### src/design/lcp_pkg.sv
// constants for the serial pattern output block
package lcp_pkg;
  // ----------------------------------------
  // serial programming frame
  // ----------------------------------------
  localparam int ADDR_W     = 8;
  localparam int DATA_W     = 16;
  localparam int FRAME_BITS = 24;
  localparam int CODE_W     = 12;
  localparam int LANE_BITS  = 6;
  // ----------------------------------------
  // register map
  // ----------------------------------------
  localparam logic [7:0]  REG_SOFT_RESET = 8'h00;
  localparam logic [7:0]  REG_DITHER     = 8'h01;
  localparam logic [7:0]  REG_PAT_MODE   = 8'h25;
  localparam logic [7:0]  REG_CODE1_LO   = 8'h26;
  localparam logic [7:0]  REG_CODE2_LO   = 8'h27;
  localparam int          SOFT_RESET_BIT = 0;
  localparam int          DITHER_BIT     = 0;
  localparam int          TWO_CODE_BIT   = 5;
  localparam int          FIXED_CODE_BIT = 4;
  localparam int          CODE1_MSB_POS  = 0;
  localparam int          CODE2_MSB_POS  = 2;
  localparam int          CODE_LO_POS    = 6;
  localparam logic [15:0] DITHER_RESET   = 16'h0001;
  localparam logic [15:0] PAT_RESET      = 16'h0000;
  localparam logic [15:0] CODE_RESET     = 16'h0000;
  // ----------------------------------------
  // serializer states
  // ----------------------------------------
  typedef enum logic {
    LCP_IDLE  = 1'b0,
    LCP_SHIFT = 1'b1
  } lcp_ser_state_t;
endpackage

### src/design/lcp_pattern_out.sv
// serial sample output with pattern generator, dither and sleep control
// Operation
// RULE1: first positive bit-clock edge after a sample-clock rise is falling
// RULE2: bit clock pair is inverted, a half-period phase shift
// RULE3: receiver without deskew should accept either bit-clock polarity
// RULE4: receiver must not assume a fixed sample-to-output latency
// RULE5: sleep pin puts every channel into full power-down
// RULE6: dither is on after power-up and reset
// RULE7: dither can be switched off by a serial register write
// RULE8: reset command restores register defaults, dither on included
// RULE9: two-code bit set, fixed bit clear: output alternates both codes
// RULE10: fixed bit set, two-code bit clear: output first code always
// RULE11: codes are 12 bits, bit 11 msb; first code is fixed code
// RULE12: register 25 holds code msbs, first in D1:D0, second D3:D2
// RULE13: register 26 holds first code low ten bits in D15:D6
// RULE14: register 27 holds second code low ten bits in D15:D6
// RULE15: software writes codes using these bit positions
// RULE16: after reset both pattern bits clear, normal data flows
`timescale 1ns/1ns
module lcp_pattern_out
  import lcp_pkg::*;
(
  input  wire logic        clk_sys,
  input  wire logic        rstn,
  input  wire logic        sample_clock_pos,
  input  wire logic        sleep_pin,
  input  wire logic        spi_clk,
  input  wire logic        spi_data,
  input  wire logic        spi_en_n,
  input  wire logic [11:0] adc_data,
  input  wire logic        adc_valid,
  output logic             core_ready_q,
  output logic             bit_clock_pos_q,
  output logic             bit_clock_neg_q,
  output logic             lane_a_q,
  output logic             lane_b_q,
  output logic             word_frame_q,
  output logic             dither_enable_q,
  output logic             powered_down_q
);
  // ----------------------------------------
  // pin synchronisers
  // ----------------------------------------
  logic [2:0] smp_s_q, sclk_s_q, sen_s_q;
  logic [1:0] sdat_s_q, slp_s_q;
  always_ff @(posedge clk_sys)
  begin
    smp_s_q  <= {smp_s_q[1:0], sample_clock_pos};
    sclk_s_q <= {sclk_s_q[1:0], spi_clk};
    sen_s_q  <= {sen_s_q[1:0], spi_en_n};
    sdat_s_q <= {sdat_s_q[0], spi_data};
    slp_s_q  <= {slp_s_q[0], sleep_pin};
  end
  // edges look at stages 2 and 3 only
  wire samp_rise = smp_s_q[1] & ~smp_s_q[2];
  wire sclk_rise = sclk_s_q[1] & ~sclk_s_q[2];
  wire sen_low   = ~sen_s_q[1];
  wire sen_rise  = sen_s_q[1] & ~sen_s_q[2];
  wire sleep     = slp_s_q[1];

  // ----------------------------------------
  // serial programming port, write only
  // ----------------------------------------
  logic [23:0] sh_q;
  logic [4:0]  scnt_q;
  always_ff @(posedge clk_sys)
  begin
    if (!rstn || !sen_low)
      scnt_q <= 5'h00;
    else if (sclk_rise && scnt_q != 5'(FRAME_BITS + 1))
      scnt_q <= scnt_q + 5'h01;
    if (sclk_rise && sen_low)
      sh_q <= {sh_q[22:0], sdat_s_q[1]};
  end
  // frames of the wrong length are dropped
  wire              wr_en    = sen_rise && scnt_q == 5'(FRAME_BITS);
  wire [7:0]        wr_addr  = sh_q[23:16];
  wire [15:0]       wr_data  = sh_q[15:0];
  wire              soft_rst = wr_en && wr_addr == REG_SOFT_RESET && wr_data[SOFT_RESET_BIT];
  wire              reg_rst  = !rstn || soft_rst;

  logic [15:0] pat_q, c1_q, c2_q;
  always_ff @(posedge clk_sys)
  begin
    if (reg_rst)                                        // [RULE8] [RULE16]
    begin
      dither_enable_q <= DITHER_RESET[DITHER_BIT];      // [RULE6]
      pat_q           <= PAT_RESET;
      c1_q            <= CODE_RESET;
      c2_q            <= CODE_RESET;
    end
    else if (wr_en)
    begin
      if (wr_addr == REG_DITHER)
        dither_enable_q <= wr_data[DITHER_BIT];         // [RULE7]
      if (wr_addr == REG_PAT_MODE)
        pat_q <= wr_data;
      if (wr_addr == REG_CODE1_LO)
        c1_q <= wr_data;
      if (wr_addr == REG_CODE2_LO)
        c2_q <= wr_data;
    end
  end

  // ----------------------------------------
  // pattern selection
  // ----------------------------------------
  wire two_code = pat_q[TWO_CODE_BIT] & ~pat_q[FIXED_CODE_BIT];   // [RULE9]
  wire fixed    = pat_q[FIXED_CODE_BIT] & ~pat_q[TWO_CODE_BIT];   // [RULE10]
  wire [11:0] code1 = {pat_q[CODE1_MSB_POS+1:CODE1_MSB_POS],
                       c1_q[15:CODE_LO_POS]};                     // [RULE11] [RULE12] [RULE13]
  wire [11:0] code2 = {pat_q[CODE2_MSB_POS+1:CODE2_MSB_POS],
                       c2_q[15:CODE_LO_POS]};                     // [RULE12] [RULE14]
  logic alt_q;
  always_ff @(posedge clk_sys)
  begin
    if (!rstn || !two_code)
      alt_q <= 1'b0;
    else if (samp_rise)
      alt_q <= ~alt_q;                                  // [RULE9]
  end
  wire [11:0] push_word  = two_code ? (alt_q ? code2 : code1)
                         : fixed ? code1 : adc_data;    // [RULE10]
  wire        push_valid = samp_rise && !sleep && (two_code || fixed || adc_valid);

  // ----------------------------------------
  // two-entry buffer
  // ----------------------------------------
  // a full buffer refuses the word; core_ready_q tells the source
  logic [11:0]    mem [2];
  logic           wp_q, rp_q;
  logic [1:0]     cnt_q;
  lcp_ser_state_t st_q;
  wire            push = push_valid && cnt_q != 2'h2;
  wire            pop  = st_q == LCP_IDLE && cnt_q != 2'h0 && !sleep;
  wire [1:0]      cnt_d = cnt_q + {1'b0, push} - {1'b0, pop};
  always_ff @(posedge clk_sys)
  begin
    if (!rstn || sleep)
    begin
      wp_q  <= 1'b0;
      rp_q  <= 1'b0;
      cnt_q <= 2'h0;
    end
    else
    begin
      wp_q  <= wp_q ^ push;
      rp_q  <= rp_q ^ pop;
      cnt_q <= cnt_d;
    end
    if (push)
      mem[wp_q] <= push_word;
  end
  always_ff @(posedge clk_sys)
  begin
    if (!rstn)
      core_ready_q <= 1'b0;
    else
      core_ready_q <= !sleep && cnt_d != 2'h2;
  end

  // ----------------------------------------
  // two-lane serializer
  // ----------------------------------------
  // six edges per word leave the clock high again between words
  logic [5:0] sha_q, shb_q;
  logic [2:0] bits_q;
  wire  [11:0] rd_word = mem[rp_q];
  always_ff @(posedge clk_sys)
  begin
    if (!rstn || sleep)                                 // [RULE5]
    begin
      st_q            <= LCP_IDLE;
      bit_clock_pos_q <= 1'b1;
      bit_clock_neg_q <= 1'b0;
      lane_a_q        <= 1'b0;
      lane_b_q        <= 1'b0;
      word_frame_q    <= 1'b0;
      bits_q          <= 3'h0;
    end
    else if (pop)
    begin
      st_q            <= LCP_SHIFT;
      bit_clock_pos_q <= 1'b0;                          // [RULE1]
      bit_clock_neg_q <= 1'b1;                          // [RULE2]
      lane_a_q        <= rd_word[11];
      lane_b_q        <= rd_word[5];
      sha_q           <= {rd_word[10:6], 1'b0};
      shb_q           <= {rd_word[4:0], 1'b0};
      word_frame_q    <= 1'b1;
      bits_q          <= 3'h1;
    end
    else if (st_q == LCP_SHIFT)
    begin
      if (bits_q == 3'(LANE_BITS))
      begin
        // clock is already back high; holding it keeps the next first edge falling [RULE1]
        st_q         <= LCP_IDLE;
        word_frame_q <= 1'b0;
        lane_a_q     <= 1'b0;
        lane_b_q     <= 1'b0;
      end
      else
      begin
        bit_clock_pos_q <= ~bit_clock_pos_q;
        bit_clock_neg_q <= bit_clock_pos_q;             // [RULE2]
        lane_a_q <= sha_q[5];
        lane_b_q <= shb_q[5];
        sha_q    <= {sha_q[4:0], 1'b0};
        shb_q    <= {shb_q[4:0], 1'b0};
        bits_q   <= bits_q + 3'h1;
      end
    end
  end
  always_ff @(posedge clk_sys)
  begin
    if (!rstn)
      powered_down_q <= 1'b0;
    else
      powered_down_q <= sleep;                          // [RULE5]
  end
endmodule

### config.mk
export PLATFORM = sky130hd
export DESIGN_NAME = lcp_pattern_out
export DESIGN_NICKNAME = d
export VERILOG_FILES = /design/src/design/lcp_pkg.sv /design/src/design/lcp_pattern_out.sv
export SDC_FILE = /design/constraint.sdc
export NUM_CORES = 1
export LEC_CHECK = 0
export BUFFER_PORTS_ARGS = -buffer_cell sky130_fd_sc_hd__buf_2
export CAP_MARGIN = 15
export CORE_MARGIN = 4
export CORE_UTILIZATION = 54
export DETAILED_ROUTE_END_ITERATION = 10
export PLACE_DENSITY = 0.72
export RECOVER_POWER = 50
export SLEW_MARGIN = 20
export SYNTH_ARGS = -nofsm -noshare
export SYNTH_HDL_FRONTEND = slang
export SYNTH_SLANG_ARGS = --single-unit
### constraint.sdc
create_clock -name clk_sys -period 2.3 [get_ports clk_sys]
set_input_delay 0.23 -clock clk_sys [delete_from_list [all_inputs] [get_ports clk_sys]]
set_output_delay 0.23 -clock clk_sys [all_outputs]
set_load 0.02 [all_outputs]
==> results of run 1 <==
how the worst max path moves through the flow:
| stage | end | cells past startpoint | from |
|---|---|---|---|
| after CTS | core_ready_q$_SDFF_PN0_ | 10 | pat_q[4]$_SDFFE_PP0P_ |
| after global placement | core_ready_q$_SDFF_PN0_ | 10 | pat_q[4]$_SDFFE_PP0P_ |
| after detailed placement | core_ready_q$_SDFF_PN0_ | 10 | pat_q[4]$_SDFFE_PP0P_ |
| after global routing | core_ready_q$_SDFF_PN0_ | 10 | pat_q[4]$_SDFFE_PP0P_ |
| final | core_ready_q$_SDFF_PN0_ | 10 | pat_q[4]$_SDFFE_PP0P_ |
| after floorplan | core_ready_q$_SDFF_PN0_ | 10 | pat_q[4]$_SDFFE_PP0P_ |
cells in the final DEF (no fill, tap or decap), types with 11 or more instances in the layout:
master      n
dfxtp_1    60
edfxtp_1   58
o22ai_1    12
nand2_1    16
buf_2      19
clkbuf_16  16
nor2_1     66
mux2i_1    40
buf_4      11
Yosys cell counts, types with 3 or more instances:
| master | number | area share (%) |
|---|---|---|
| nor2_1 | 67 | 5.6 |
| dfxtp_1 | 61 | 27 |
| edfxtp_1 | 58 | 39 |
| mux2i_1 | 40 | 8.9 |
| nand2_1 | 16 | 1.3 |
| o22ai_1 | 12 | 1.7 |
| inv_1 | 11 | 0.92 |
| ha_1 | 10 | 2.8 |
| o21ai_0 | 10 | 1.1 |
| clkbuf_1 | 9 | 0.75 |
| nand2b_1 | 5 | 0.70 |
| a211oi_1 | 4 | 0.67 |
| nor2b_1 | 4 | 0.56 |
| xnor2_1 | 4 | 0.78 |
| xor2_1 | 4 | 0.78 |
| a21oi_1 | 3 | 0.33 |
| and3_1 | 3 | 0.42 |
| nand3_1 | 3 | 0.33 |
| nand3b_1 | 3 | 0.50 |
| nor3_1 | 3 | 0.33 |
per-stage QoR:
| stage | std cells | hold slack, ns | power (uW) |
|---|---|---|---|
| final | 528 | 0.0397 | 5140 |
| after global routing | 528 | 0.0321 | 5310 |
| after CTS | 528 | 0.0188 | 5190 |
| after detailed placement | 490 | 0.312 | 2420 |
| after global placement | 490 | 0.311 | 2410 |
| after floorplan | 359 | 0.258 | 2370 |
power breakdown:
group	total, uW	internal (uW)	switching [uW]
Clock	2760	1860	902
Sequential	2270	2250	17.9
Combinational	112	46.7	64.9
flip-flops by register name, summed over array words and instances, names as in the netlist, 2 cells and up:
| name | count |
|---|---|
| pat_q | 6 |
| sen_s_q | 3 |
| smp_s_q | 3 |
| mem | 24 |
| sclk_s_q | 3 |
| scnt_q | 5 |
| bits_q | 3 |
| sha_q | 5 |
| c2_q | 10 |
| sh_q | 24 |
| shb_q | 5 |
| cnt_q | 2 |
| slp_s_q | 2 |
| sdat_s_q | 2 |
| c1_q | 10 |
layer usage:
metal	global-route usage (%)	vias up	part of all wire, %
li1	-	1376	-
met1	23.3	1343	45
met2	28.2	59	48
met3	6.24	14	5.6
met4	7.04	0	1.5
met5	0	-	0
worst max-delay path, delay by kind of cell, from the launching register on:
family	cells	cell delay (ns)
and+or+nand+nor	3	0.75
xor gates and xnor gates	2	0.22
AOI/OAI and AO/OA	1	0.33
adders and majority gates	2	0.47
DFF	1	0.32
buffers and inverters	2	0.12
area by class of cell:
type	count	area (um2)	share of cell area (%)
Clock buffer	18	418	7.61
Timing Repair Buffer	45	282	5.13
Tap cell	105	131	2.39
Inverter	11	41.3	0.752
Sequential cell	119	2960	54.0
Multi-Input combinational cell	216	1450	26.4
Clock inverter	14	205	3.74
timing repair:
item	4_1_cts	5_1_grt
setup endpoints to repair	1	1
pin swaps	4	0
hold buffers	5	0
gates resized for setup	2	1
hold endpoints to repair	5	0
setup buffers	1	0
cell families after synthesis:
family,Yosys count,synth area share [%]
muxes,40,8.90
and+or+nand+nor,117,12.3
AOI/OAI and AO/OA,41,6.06
adders and majority gates,10,2.78
buffers and inverters,24,2.50
xor gates and xnor gates,8,1.56
DFF,119,65.9
==> flow_summary.json, run 1 <==
{
  "rows": 33,
  "pin_count": 28,
  "r2r-end": "core_ready_q$_SDFF_PN0_",
  "layout_worst_path_cycle_share_pct": 100,
  "gp_congestion": 0.791,
  "drc": 0,
  "r2r_start": "pat_q[4]$_SDFFE_PP0P_",
  "place_hpwl_mm": 5.11,
  "fin_crit_ns": 2.31,
  "clock-sinks": 119,
  "grt_pass1_vias": 2843,
  "dieArea_mm2": 0.00985,
  "final.setup.tns_ns": -0.00700,
  "routed_wl_mm": 8.17,
  "cts_buffers": 17,
  "critPathCaptureType": "flop",
  "wl_per_cell_um": 15.5,
  "final_cell_area_mm2": 0.00549,
  "holdPathStages": 2,
  "reg2reg_depth": 10,
  "core_area_mm2": 0.00818,
  "hold_viol": 0,
  "worst-endpoint-required_ns": 2.69,
  "syn_area_mm2": 0.00450,
  "hold_path_end": "dither_enable_q$_SDFFE_PP1P_",
  "fillerInstances": 598,
  "dr.pass1.iters": 4,
  "leakage_uw": 0.00201,
  "grt_setup_unrepaired": "true",
  "hold_class": "in -> reg",
  "tritoncts": "done",
  "finalNetCount": 440,
  "worst_ep_arrival_time_ns": 2.70,
  "grt_pass1_wl_mm": 13.8,
  "vias": 2792,
  "grt_antenna_before_repair": 0,
  "cp_slowest_cell": "or4_4",
  "syn_inst": 359,
  "layout-area-overhead-vs-synth_pct": 22.1,
  "yosysWarnings": 0,
  "worst_clock_skew_ns": 0.00675,
  "htree_levels": 4,
  "finalSetupViolations": 1,
  "pre_cts_slack_ns": -0.0657,
  "yosys_most_used_dff": "dfxtp_1",
  "drtIter0Drc": 164,
  "violations": "setup timing",
  "worst_setup_path_start_kind": "flop",
  "worst_slew_pin_slew_ns": 1.30,
  "grt_overflow": 0,
  "yosysUniqueCellTypes": 42,
  "diodes": 0,
  "synth-seq-cells": 119,
  "clock_latency_ns": 0.51,
  "max_freq_mhz": 433,
  "fin_ws_ns": -0.00700,
  "root_buffer": "clkbuf_8",
  "drv_slew": 0,
  "grt_usage_pct": 18.1,
  "synth_fp_nets": 389,
  "clock_path_buffers": 2,
  "seq_area_frac_synth_pct": 65.9,
  "dieWidth_um": 99.3,
  "power_density_mw_per_mm2": 936,
  "drtAntennaViolNets": 0,
  "dpl_cell_area_mm2": 0.00481,
  "cpPeakStageDelay_ns": 0.43,
  "io_buffers": 27,
  "hp-start": "rstn",
  "viasPerCell": 5.29,
  "synth_edf_count": 58,
  "rrSetupSlack_ns": -0.007,
  "slew_headroom_pct": 13.7,
  "syn_area_per_cell_um2": 12.5,
  "crit_chain": "inv_1 > ha_1 > nor2b_1 > or4_4 > inv_2 > xnor2_1 > ha_2 > xor2_2 > and3_1 > o311a_1",
  "vdd_drop_max_v": 0.000721,
  "die_h_um": 99.3,
  "path_clk_slew_ns": 0.05,
  "drive_above_1_share_pct": 17.7,
  "status": "complete, but fails checks",
  "maxCapViolCount": 0,
  "grt_max_degree": 27,
  "critical_path_class": "reg -> reg",
  "initial_core_util_pct": 55.0,
  "critPathMaxFanout": 3,
  "final_util_pct": 67.2,
  "ys_async_sr_fraction_pct": 0
}
Power figures use the tool's default switching activity.
==> inputs of run 2 (changes only) <==
- ABC_AREA: not set -> 1
==> flow_summary.json, run 2 <==
{
  "grt_pass1_vias": 3325,
  "yosys-top-cells-area": "edfxtp_1 (36%), dfxtp_1 (25%), nand2_1 (5.7%)",
  "synth_edf_count": 58,
  "clock_latency_ns": 0.50,
  "critical_path_class": "reg -> reg",
  "worst_setup_path_start_kind": "flop",
  "dpl_cell_area_mm2": 0.00506,
  "worst_slew_pin_slew_ns": 1.08,
  "drive_above_1_share_pct": 14.9,
  "yosysWarnings": 0,
  "vdd_drop_max_v": 0.000526,
  "ys_async_sr_fraction_pct": 0,
  "dieArea_mm2": 0.0106,
  "clock_path_buffers": 2,
  "r2r_start": "slp_s_q[1]$_DFF_P_",
  "hp-start": "rstn",
  "worst_ep_arrival_time_ns": 2.25,
  "grt_pass1_wl_mm": 15.5,
  "critPathMaxFanout": 27,
  "grt_antenna_before_repair": 0,
  "pin_count": 28,
  "grt_max_degree": 28,
  "yosysTopAreaCellShare_pct": 35.6,
  "worst_clock_skew_ns": 0.00710,
  "finalNetCount": 553,
  "grt_setup_unrepaired": "false",
  "rrSetupSlack_ns": 0.31,
  "max_freq_mhz": 502,
  "synth_commonest_cells": "nand2_1 (74), dfxtp_1 (61), nor2_1 (60)",
  "layout-area-overhead-vs-synth_pct": 16.2,
  "layout_commonest_cell": "nand2_1",
  "drc": 0,
  "dieWidth_um": 103,
  "root_buffer": "clkbuf_8",
  "gp_congestion": 0.829,
  "leakage_uw": 0.00222,
  "r2r-end": "shb_q[1]$_SDFFCE_PN0P_",
  "worstSetupStartpoint": "slp_s_q[1]$_DFF_P_",
  "die_h_um": 103,
  "syn_area_per_cell_um2": 10.1,
  "clock-sinks": 119,
  "final.setup.tns_ns": 0,
  "slew_headroom_pct": 28.3,
  "drtAntennaViolNets": 0,
  "top_regs": "mem x24, sh_q x24",
  "viasPerCell": 5.34,
  "syn_inst": 483,
  "fin_crit_ns": 1.99,
  "tritoncts": "done",
  "drtIter0Drc": 205,
  "grt_overflow": 0,
  "synth_fp_nets": 513,
  "status": "finished, final reports clean",
  "dr.pass1.iters": 5,
  "reg2reg_depth": 5,
  "grt_usage_pct": 18.9,
  "vias": 3440,
  "cts_setup_buffers": 0,
  "seq_area_frac_synth_pct": 60.6,
  "routed_wl_mm": 9.06,
  "syn_area_mm2": 0.00489,
  "wl_per_cell_um": 14.1,
  "yosysUniqueCellTypes": 30,
  "drv_slew": 0,
  "critPathCapture": "shb_q[1]$_SDFFCE_PN0P_",
  "cts_buffers": 17,
  "cts_resized": 0,
  "cts_hold_buf": 5,
  "yosysTopAreaCell": "edfxtp_1",
  "power_density_mw_per_mm2": 873,
  "finalPower_uw": 4960,
  "core_area_mm2": 0.00876,
  "yosysMostFrequentCell": "nand2_1",
  "worst-endpoint-required_ns": 2.56,
  "htree_levels": 4,
  "hold_viol": 0,
  "initial_core_util_pct": 55.8,
  "timing.hold.ws_ns": 0.0277,
  "io_buffers": 27,
  "synth-seq-cells": 119,
  "yosys_most_used_dff": "dfxtp_1",
  "place_hpwl_mm": 5.96,
  "layout_common_cells": "nand2_1 (74), dfxtp_1 (61), nor2_1 (59)",
  "maxCapViolCount": 0,
  "critPathCaptureType": "flop",
  "final_cell_area_mm2": 0.00568,
  "rows": 34,
  "path_clk_slew_ns": 0.05,
  "finalSetupViolations": 0,
  "diodes": 0,
  "hold_class": "in -> reg",
  "layout_worst_path_cycle_share_pct": 86.7
}
run 2: cell types whose count changed in the layout (fill, tap and decap cells not counted), moves of 8 or more:
cell,change
mux2i_1,-40
o31ai_1,+8
a21oi_1,+25
a21oi_2,+13
nand2_1,+58
nand3_1,+33
o21ai_0,+30
inv_1,+32
run 2: worst min-delay path by stage:
stage | endpoint | cells past startpoint
after floorplan | sclk_s_q[0]$_DFF_P_ | 0
after CTS | powered_down_q$_SDFF_PN0_ | 3
after global placement | sclk_s_q[1]$_DFF_P_ | 0
after global routing | powered_down_q$_SDFF_PN0_ | 3
after detailed placement | sclk_s_q[1]$_DFF_P_ | 0
final | powered_down_q$_SDFF_PN0_ | 3
run 2: layout make-up:
class	count	area [um2]
Fill cell	668	3090
Sequential cell	119	2960
Clock buffer	22	463
Inverter	42	158
Multi-Input combinational cell	305	1620
Timing Repair Buffer	38	214
Clock inverter	10	125
Tap cell	108	135
run 2: power by group:
group          leakage (uW)  total (uW)  switching, uW  internal, uW
registers           0.00102        2270           17.1          2250
clock network      0.000281        2570            856          1720
logic              0.000915         113           72.3          40.7
run 2: metal layers:
metal | global-route usage [%] | share of wire (%) | vias to the layer above
met3 | 5.62 | 3.7 | 12
met2 | 31.2 | 50 | 73
met1 | 23.2 | 45 | 1626
li1 | - | - | 1729
met5 | 0 | 0 | -
met4 | 7.77 | 1.4 | 0
run 2: logic make-up after synthesis:
kind of cell	synth area share [%]
flip-flops	60.6
buffers and inverters	6.20
adder cells (fa/ha/maj)	2.56
AND/OR/NAND/NOR	17.7
XOR/XNOR	0.358
AO/OA/AOI/OAI	12.5
run 2: worst max-delay path: stages (launching register included):
cell	delay, ns
dfxtp_1	0.38
inv_1	0.09
o211ai_2	0.09
clkbuf_1	0.82
a21oi_1	0.13
buf_4	0.23
run 2: stage by stage:
step,instances,setup slack (ns),utilization [%]
6_report,644,0.306,64.8
5_1_grt,644,0.0878,64.8
4_1_cts,644,0.343,65.0
3_5_place_dp,607,0.374,57.7
3_3_place_gp,607,0.463,57.7
2_1_floorplan,483,0.297,-
